## src/bts_pkg.sv

```systemverilog
// Constants and types for the branch trace store control block
//------------------------------------------------------------------
// Contract
// - Branch messages only while the message enable bit 6 is set.
// - Enabled messages go on the bus, or to memory when bit 7 set.
// - A message never goes both to the bus and to memory.
// - Bit 8 set raises interrupt as buffer fills; clear means circular.
// - Message enable clear disables messages whatever else is set.
// - All three enables set: store and interrupt near full.
// - Software programs base, index, maximum, threshold; device uses them.
// - Store interrupt whenever index reaches or passes the threshold; code needs bits 6 and 7 set and not both skips.
// - Skip kernel only: store records at privilege above zero.
// - Skip user only: store records at privilege zero.
// - Both skips set: messages generated, nothing stored.
// - Store and both sampling interrupts share one vector.
// - Non-circular full buffer leaves storing enabled.
// - Device masks the monitor interrupt on delivery; handler unmasks.
// - Recent-branch log bit 0 keeps the record stack running.
// - Step-on-branch bit 1 makes single step act on branches.
// - Eight stack entries, source in 31-0, destination in 63-32.
// - Three-bit newest-record pointer in bits 2-0.
// - Debug exception under step-on-branch clears both step flags.
//------------------------------------------------------------------
package bts_pkg;
  // Register offsets
  localparam logic [11:0] OFS_ENTRY0   = 12'h040;
  localparam logic [11:0] OFS_POINTER  = 12'h1C9;
  localparam logic [11:0] OFS_DBGCTL   = 12'h1D9;
  localparam logic [11:0] OFS_BASE     = 12'h300;
  localparam logic [11:0] OFS_INDEX    = 12'h301;
  localparam logic [11:0] OFS_ABSMAX   = 12'h302;
  localparam logic [11:0] OFS_THRESH   = 12'h303;
  localparam logic [11:0] OFS_STATUS   = 12'h304;
  localparam logic [11:0] OFS_LER_SRC  = 12'h305;
  localparam logic [11:0] OFS_LER_DST  = 12'h306;
  localparam logic [11:0] OFS_STEP     = 12'h307;
  localparam logic [11:0] OFS_VECTOR   = 12'h308;
  // Control field positions
  localparam int BIT_LOG      = 0;
  localparam int BIT_STEP_BR  = 1;
  localparam int BIT_MSG      = 6;
  localparam int BIT_STORE    = 7;
  localparam int BIT_FULL_IRQ = 8;
  localparam int BIT_SKIP_K   = 9;
  localparam int BIT_SKIP_U   = 10;
  localparam logic [10:0] DBGCTL_WMASK = 11'h7C3;
  // Reset values and record geometry
  localparam logic [10:0] DBGCTL_RST   = 11'h000;
  localparam logic [31:0] ADDR_RST     = 32'h0000_0000;
  localparam logic [31:0] REC_BYTES    = 32'h0000_0008;
  localparam int          STACK_DEPTH  = 8;
  // Event kinds
  typedef enum logic [1:0] {BTS_BRANCH, BTS_IRQ, BTS_EXC} bts_kind_t;
endpackage

```

## src/bts_core.sv

```systemverilog
// Branch trace store, record stack and step control in one module
//
// Our own choice: strobed register access.
`timescale 1ns/10ps
module bts_core
(
  input  wire logic        clk_in,
  input  wire logic        sys_rst_in,
  input  wire logic [11:0] addr_in,
  input  wire logic [63:0] wr_data_in,
  input  wire logic        wr_en_in,
  input  wire logic        rd_en_in,
  output logic      [63:0] rd_data_out,
  input  wire logic        event_valid_in,
  input  wire logic [1:0]  event_kind_in,
  input  wire logic [31:0] event_src_in,
  input  wire logic [31:0] event_dst_in,
  input  wire logic [1:0]  privilege_level_in,
  input  wire logic        insn_retire_in,
  input  wire logic        nonprecise_irq_in,
  input  wire logic        precise_irq_in,
  output logic             msg_valid_out,
  output logic      [63:0] msg_data_out,
  output logic             mem_wr_out,
  output logic      [31:0] mem_addr_out,
  output logic      [63:0] mem_data_out,
  output logic             perf_irq_out,
  output logic             debug_exc_out
);

  //----------------------------------------------------------------
  // State
  //----------------------------------------------------------------
  typedef struct packed {
    logic [10:0]      dbgctl;
    logic             single_step;
    logic [31:0]      base;
    logic [31:0]      index;
    logic [31:0]      absmax;
    logic [31:0]      thresh;
    logic [7:0][63:0] stack;
    logic [2:0]       pointer;
    logic [31:0]      ler_src;
    logic [31:0]      ler_dst;
    logic [63:0]      last_branch;
    logic             vec_mask;
    logic             msg_valid;
    logic [63:0]      msg_data;
    logic             mem_wr;
    logic [31:0]      mem_addr;
    logic [63:0]      mem_data;
    logic             irq;
    logic             dbg_exc;
    logic [63:0]      rdata;
  } bts_state_t;

  bts_state_t s_ff;
  bts_state_t nxt_s;

  logic        trace_on;
  logic        store_on;
  logic        skip_k;
  logic        skip_u;
  logic        kept;
  logic        do_store;
  logic        do_msg;
  logic        room;
  logic        thr_hit;
  logic [31:0] next_index;
  logic [2:0]  nxt_ptr;
  logic [63:0] record;

  //----------------------------------------------------------------
  // Routing decisions for the incoming event
  //----------------------------------------------------------------
  // Control bits decoded once so every path agrees on the target
  assign trace_on = s_ff.dbgctl[bts_pkg::BIT_MSG];
  assign store_on = trace_on & s_ff.dbgctl[bts_pkg::BIT_STORE];
  assign skip_k   = s_ff.dbgctl[bts_pkg::BIT_SKIP_K];
  assign skip_u   = s_ff.dbgctl[bts_pkg::BIT_SKIP_U];
  // Kernel is privilege zero; both skips drop everything
  assign kept = !(skip_k && privilege_level_in == 2'h0) &&
                !(skip_u && privilege_level_in != 2'h0);
  assign do_store = event_valid_in & store_on & kept;
  // Bus only when not storing; a record dropped by one skip goes nowhere
  assign do_msg = event_valid_in & trace_on &
                  (~s_ff.dbgctl[bts_pkg::BIT_STORE] |
                   (skip_k & skip_u));
  assign record = {event_dst_in, event_src_in};
  assign nxt_ptr = s_ff.pointer + 3'h1;
  assign next_index = s_ff.index + bts_pkg::REC_BYTES;
  // A full non-circular buffer drops records rather than overrun
  assign room = (next_index <= s_ff.absmax) |
                ~s_ff.dbgctl[bts_pkg::BIT_FULL_IRQ];
  // Threshold test ignores the full-interrupt bit on purpose
  assign thr_hit = store_on & ~(skip_k & skip_u) &
                   (s_ff.index >= s_ff.thresh);

  //----------------------------------------------------------------
  // Next-state logic
  //----------------------------------------------------------------
  always_comb
  begin
    nxt_s = s_ff;
    nxt_s.msg_valid = 1'b0;
    nxt_s.mem_wr = 1'b0;
    nxt_s.irq = 1'b0;
    nxt_s.dbg_exc = 1'b0;
    nxt_s.rdata = 64'h0000_0000_0000_0000;

    // Register reads, answered one cycle later
    if (rd_en_in)
    begin
      if (addr_in[11:3] == bts_pkg::OFS_ENTRY0[11:3])
        nxt_s.rdata = s_ff.stack[addr_in[2:0]];
      else if (addr_in == bts_pkg::OFS_POINTER)
        nxt_s.rdata = {61'h0, s_ff.pointer};
      else if (addr_in == bts_pkg::OFS_DBGCTL)
        nxt_s.rdata = {53'h0, s_ff.dbgctl};
      else if (addr_in == bts_pkg::OFS_BASE)
        nxt_s.rdata = {32'h0, s_ff.base};
      else if (addr_in == bts_pkg::OFS_INDEX)
        nxt_s.rdata = {32'h0, s_ff.index};
      else if (addr_in == bts_pkg::OFS_ABSMAX)
        nxt_s.rdata = {32'h0, s_ff.absmax};
      else if (addr_in == bts_pkg::OFS_THRESH)
        nxt_s.rdata = {32'h0, s_ff.thresh};
      else if (addr_in == bts_pkg::OFS_STATUS)
        nxt_s.rdata = {61'h0, precise_irq_in, nonprecise_irq_in,
                       thr_hit};
      else if (addr_in == bts_pkg::OFS_LER_SRC)
        nxt_s.rdata = {32'h0, s_ff.ler_src};
      else if (addr_in == bts_pkg::OFS_LER_DST)
        nxt_s.rdata = {32'h0, s_ff.ler_dst};
      else if (addr_in == bts_pkg::OFS_STEP)
        nxt_s.rdata = {63'h0, s_ff.single_step};
      else if (addr_in == bts_pkg::OFS_VECTOR)
        nxt_s.rdata = {63'h0, s_ff.vec_mask};
      else
        nxt_s.rdata = 64'h0000_0000_0000_0000;
    end

    // Register writes; the stack and pointer are read only
    if (wr_en_in)
    begin
      if (addr_in == bts_pkg::OFS_DBGCTL)
        nxt_s.dbgctl = wr_data_in[10:0] & bts_pkg::DBGCTL_WMASK;
      else if (addr_in == bts_pkg::OFS_BASE)
        nxt_s.base = wr_data_in[31:0];
      else if (addr_in == bts_pkg::OFS_INDEX)
        nxt_s.index = wr_data_in[31:0];
      else if (addr_in == bts_pkg::OFS_ABSMAX)
        nxt_s.absmax = wr_data_in[31:0];
      else if (addr_in == bts_pkg::OFS_THRESH)
        nxt_s.thresh = wr_data_in[31:0];
      else if (addr_in == bts_pkg::OFS_STEP)
        nxt_s.single_step = wr_data_in[0];
      else if (addr_in == bts_pkg::OFS_VECTOR)
        nxt_s.vec_mask = wr_data_in[0];
    end

    // Bus message path
    if (do_msg)
    begin
      nxt_s.msg_valid = 1'b1;
      nxt_s.msg_data = record;
    end

    // Memory store path; event update wins over a same-cycle write
    if (do_store && room)
    begin
      nxt_s.mem_wr = 1'b1;
      nxt_s.mem_addr = s_ff.index;
      if (!s_ff.dbgctl[bts_pkg::BIT_FULL_IRQ] &&
          next_index >= s_ff.absmax)
        nxt_s.index = s_ff.base;
      else
        nxt_s.index = next_index;
      nxt_s.mem_data = record;
    end

    // Record stack keeps running while message generation needs it
    if (event_valid_in &&
        (s_ff.dbgctl[bts_pkg::BIT_LOG] || trace_on))
    begin
      nxt_s.pointer = nxt_ptr;
      nxt_s.stack[nxt_ptr] = record;
    end

    // Last exception record holds the branch taken before it
    if (event_valid_in)
    begin
      if (event_kind_in == bts_pkg::BTS_BRANCH)
        nxt_s.last_branch = record;
      else
      begin
        nxt_s.ler_src = s_ff.last_branch[31:0];
        nxt_s.ler_dst = s_ff.last_branch[63:32];
      end
    end

    // Single step, on control transfers or on instructions
    if (s_ff.single_step)
    begin
      if (s_ff.dbgctl[bts_pkg::BIT_STEP_BR] && event_valid_in)
      begin
        nxt_s.dbg_exc = 1'b1;
        nxt_s.single_step = 1'b0;
        nxt_s.dbgctl[bts_pkg::BIT_STEP_BR] = 1'b0;
      end
      else if (!s_ff.dbgctl[bts_pkg::BIT_STEP_BR] && insn_retire_in)
        nxt_s.dbg_exc = 1'b1;
    end

    // Shared vector: one pulse, then masked until software unmasks
    if ((thr_hit || nonprecise_irq_in || precise_irq_in) &&
        !s_ff.vec_mask)
    begin
      nxt_s.irq = 1'b1;
      nxt_s.vec_mask = 1'b1;
    end
  end

  //----------------------------------------------------------------
  // State register
  //----------------------------------------------------------------
  // Stack contents reset to zero so reads are never unknown
  always_ff @(posedge clk_in)
  begin
    if (sys_rst_in)
    begin
      s_ff <= '0;
      s_ff.dbgctl <= bts_pkg::DBGCTL_RST;
      s_ff.base <= bts_pkg::ADDR_RST;
      s_ff.index <= bts_pkg::ADDR_RST;
      s_ff.absmax <= bts_pkg::ADDR_RST;
      s_ff.thresh <= bts_pkg::ADDR_RST;
    end
    else
      s_ff <= nxt_s;
  end

  //----------------------------------------------------------------
  // Outputs
  //----------------------------------------------------------------
  assign rd_data_out   = s_ff.rdata;
  assign msg_valid_out = s_ff.msg_valid;
  assign msg_data_out  = s_ff.msg_data;
  assign mem_wr_out    = s_ff.mem_wr;
  assign mem_addr_out  = s_ff.mem_addr;
  assign mem_data_out  = s_ff.mem_data;
  assign perf_irq_out  = s_ff.irq;
  assign debug_exc_out = s_ff.dbg_exc;

endmodule

```

## config.mk

```make
export PLATFORM = sky130hd
export DESIGN_NAME = bts_core
export DESIGN_NICKNAME = d
export VERILOG_FILES = /design/src/bts_pkg.sv /design/src/bts_core.sv
export SDC_FILE = /design/constraint.sdc
export NUM_CORES = 2
export LEC_CHECK = 0
export BUFFER_PORTS_ARGS = -buffer_cell sky130_fd_sc_hd__buf_2
export CAP_MARGIN = 25
export CORE_ASPECT_RATIO = 0.75
export CORE_MARGIN = 8
export CORE_UTILIZATION = 60
export CTS_BUF_LIST = sky130_fd_sc_hd__clkbuf_8
export DETAILED_ROUTE_END_ITERATION = 10
export GPL_TIMING_DRIVEN = 0
export MAX_ROUTING_LAYER = met4
export PLACE_DENSITY = 0.83
export REMOVE_ABC_BUFFERS = 1
export SLEW_MARGIN = 20
export SYNTH_ARGS = -nofsm -noshare
export SYNTH_HDL_FRONTEND = slang
export SYNTH_SLANG_ARGS = --single-unit
export TNS_END_PERCENT = 100
```

## constraint.sdc

```tcl
create_clock -name clk_in -period 6.2 [get_ports clk_in]
set_input_delay 0.93 -clock clk_in [delete_from_list [all_inputs] [get_ports clk_in]]
set_output_delay 0.93 -clock clk_in [all_outputs]
set_load 0.01 [all_outputs]
```

==> reports/qor.txt <==
Status: finished clean
Worst hold start: sys_rst_in
Syn Inst Count: 5497
Drt total wl: 139 mm
Multi-input gate area: 0.0204 sq mm
Setup violators final: 0
Clock skew after layout: 33.6 ps
Largest net degree at the start of global routing: 133
Die W: 329 microns
Via/cell ratio: 6.15
First-pass GRT wire length: 213 mm
Core area: 0.0732 sq mm
Top post-synthesis cells by area: dfxtp_1 46%, nand2_1 16%, a21oi_1 11%
Area grow syn2layout: 10.4%
Total power per unit cell area: 253 mW/mm^2
WP buf/inv: 1
Clock share of power: 0.433
Sequential cell area: 0.0202 sq mm
RSZ-0062 raised after global routing: false
Worst Path Required: 6910 ps
Root Driver: clkbuf_8
Synth area leader: dfxtp_1
Hold_buf cts: 0
Die Height: 251 microns
Area share of the largest cell type after synthesis: 0.457
Class of the worst hold path: primary input to flip-flop
Critical Path Sink Type: flip-flop
Initial antenna violation count: 16
Vias in the first global route: 38400
Highest clock rate: 0.173 GHz
Layout Nets: 5640
Critical Path Start: s_ff[940]$_SDFFE_PP0P_
Clk_lat worst skew: 830 ps
DRT iter0 DRCs: 5208
Worst Tran Pin Value: 1050 ps
Switch share: 0.238
VDD IR max: 210 uV
Final antenna-violating net count: 0
Total CTS buffers: 153
Total number of vias: 40000
Max H-tree Level: 4
Cell Area, Synth: 0.0442 sq mm
Filler Cell Count: 5891
IO buf count: 347
Yosys reg bits: 1008
Async set or reset register ratio after synthesis: 0
Crit-path cells: ha_1 > nand3_1 > or4_1 > nor3_2 > nand4_1 > xnor2_1 > ha_1 > nand4_1 > nor4_2 > nand3_1 > a21oi_1 > a21o_4 > buf_16 > o21ai_0 > a221oi_1
Total iterations of the first detailed-routing run: 9
Slowest-stage cell, CP: or4_1
Count leader, synth: nand2_1
Post-synth top flop: dfxtp_1
Delay-heaviest family, CP: simple AND/OR/NAND/NOR gates
Clock Pin Slew Worst Setup and Hold Paths: 70 ps
Seq pwr share: 0.528
Period utilization: 0.932
Pre-CTS setup slack: 106 ps
Hold Vio Cnt, Final: 0
CTS Sinks: 1008
Worst EP arrival: 6490 ps
Post-DP HPWL: 92.5 mm
Grt total ovfl: 0
CP Max Fanout: 48
TritonCTS clock tree: built
Post-synthesis sequential area ratio: 0.457
Worst Setup Slack, final: 422 ps
Comb power frac: 0.040
Static Leak: 0.0173 uW
All-Layer GR Usage: 0.331
Startpoint Class: flip-flop
Switch Pwr: 2940 uW
YS warnings: 0
Placer congestion estimate: 0.957
Worst reg2reg startpoint: s_ff[940]$_SDFFE_PP0P_
IO Count: 380
EDFF count, synth: 0
Initial core utilization: 0.604
Synth unique cells: 69
Mean Syn Cell Area: 8.04 sq um
Cell Rows: 86
Fin cells: 6507
Placed Instances: 6234
Wirelength per Cell: 21.4 microns
Max-cap violations: 0
Max incr delay on CP: 710 ps
DIE AREA: 0.0827 sq mm
Synth cell count leaders: 1914 x nand2_1, 1008 x dfxtp_1, 987 x a21oi_1, 397 x clkbuf_1, 233 x buf_4
Layout cells sized above 1: 0.154
Clock Path Buffers: 3
Final Max Slew Viols: 0
Residual DRC: 0
Fin crit period: 5780 ps
Headroom to the max-slew limit: 0.291
Crit Path Class: flip-flop to flip-flop
Pint: 9400 uW
==> final timing paths <==
path | to | slack [ps] | cells past startpoint
worst max-delay path | s_ff[938]$_SDFFE_PP0P_ | 420 | 15
worst max register to register | s_ff[938]$_SDFFE_PP0P_ | 420 | 15
worst min-delay path | mem_data_out[22]$_SDFFE_PP0N_ | 330 | 2
worst min register to register | s_ff[340]$_SDFFE_PP0P_ | 440 | 2
==> layer usage <==
metal  wire (microns)  GRT usage  vias to the layer above  part of all wire
met5                0          -                        -                 0
li1                 -          -                    18000                 -
met1            52900      0.411                    19000              0.38
met4             5910      0.151                        0             0.042
met3            17500     0.0905                      495              0.13
met2            63100      0.505                     2532              0.45
==> sequential cells by signal, summed over array words and instances, names as in the netlist <==
signal and flops:
mem_wr_out 1, s_ff 780, perf_irq_out 1, msg_valid_out 1, mem_data_out 64, rd_data_out 64
mem_addr_out 32, debug_exc_out 1, msg_data_out 64
==> logic make-up after synthesis <==
kind of cell / Yosys count / share of synthesized area
mux: 202 / 0.0822
xor+xnor: 30 / 0.00595
simple gates: 2181 / 0.195
compound gates: 1249 / 0.155
flops: 1008 / 0.457
buf+inv: 761 / 0.0862
fa+ha+maj: 66 / 0.0187
==> area by class of cell <==
| class | instances | share of cell area |
|---|---|---|
| Multi-Input combinational cell | 3728 | 0.419 |
| Antenna cell | 17 | 0.000872 |
| Tap cell | 968 | 0.0248 |
| Clock inverter | 69 | 0.00718 |
| Sequential cell | 1008 | 0.414 |
| Clock buffer | 186 | 0.0525 |
| Timing Repair Buffer | 458 | 0.0767 |
| Inverter | 73 | 0.00562 |
==> power groups by stage <==
stage / registers (uW) / logic, uW / clock network (uW)
detailed placement: 6650 / 474 / 0
finish: 6510 / 488 / 5340
global placement: 6650 / 453 / 0
floorplan: 6650 / 105 / 0
CTS: 6510 / 476 / 5390
global route: 6510 / 511 / 5690
==> repair_timing <==
item,CTS,global route
gates resized for setup,0,2
buffers inserted,0,0
setup endpoints to repair,0,11
==> metrics by stage <==
| stage | instance area [sq um] | hold WS (ps) | util | TNS [ps] | power (uW) |
|---|---|---|---|---|---|
| floorplan | 40600 | 426 | - | -199720 | 6750 |
| global placement | 43600 | 438 | 0.596 | -7594300 | 7110 |
| detailed placement | 45800 | 442 | 0.626 | 0 | 7130 |
| CTS | 48700 | 266 | 0.666 | 0 | 12400 |
| global route | 48800 | 295 | 0.666 | 0 | 12700 |
| finish | 48800 | 326 | 0.667 | 0 | 12300 |
==> cells in the final DEF (no fill, tap or decap), types with 8 or more instances in the layout <==
cell type and n:
nand4_1 23, xnor2_1 22, nand2_1 1910, nand2b_1 12, inv_1 125, a31oi_1 27
nor3_1 34, a311oi_1 23, o21ai_1 9, mux2i_1 67, diode_2 17, buf_8 14
ha_1 66, dfxtp_1 1008, nor2_4 9, clkbuf_8 186, o21ai_0 61, nand3_1 33
buf_2 343, a221oi_1 59, buf_12 18, buf_6 19, buf_16 38, nor2_1 90
a21oi_1 986, xor2_1 8, a21o_1 18, mux4_2 128, buf_4 25
Note: power is estimated with default switching activity, not from simulation.
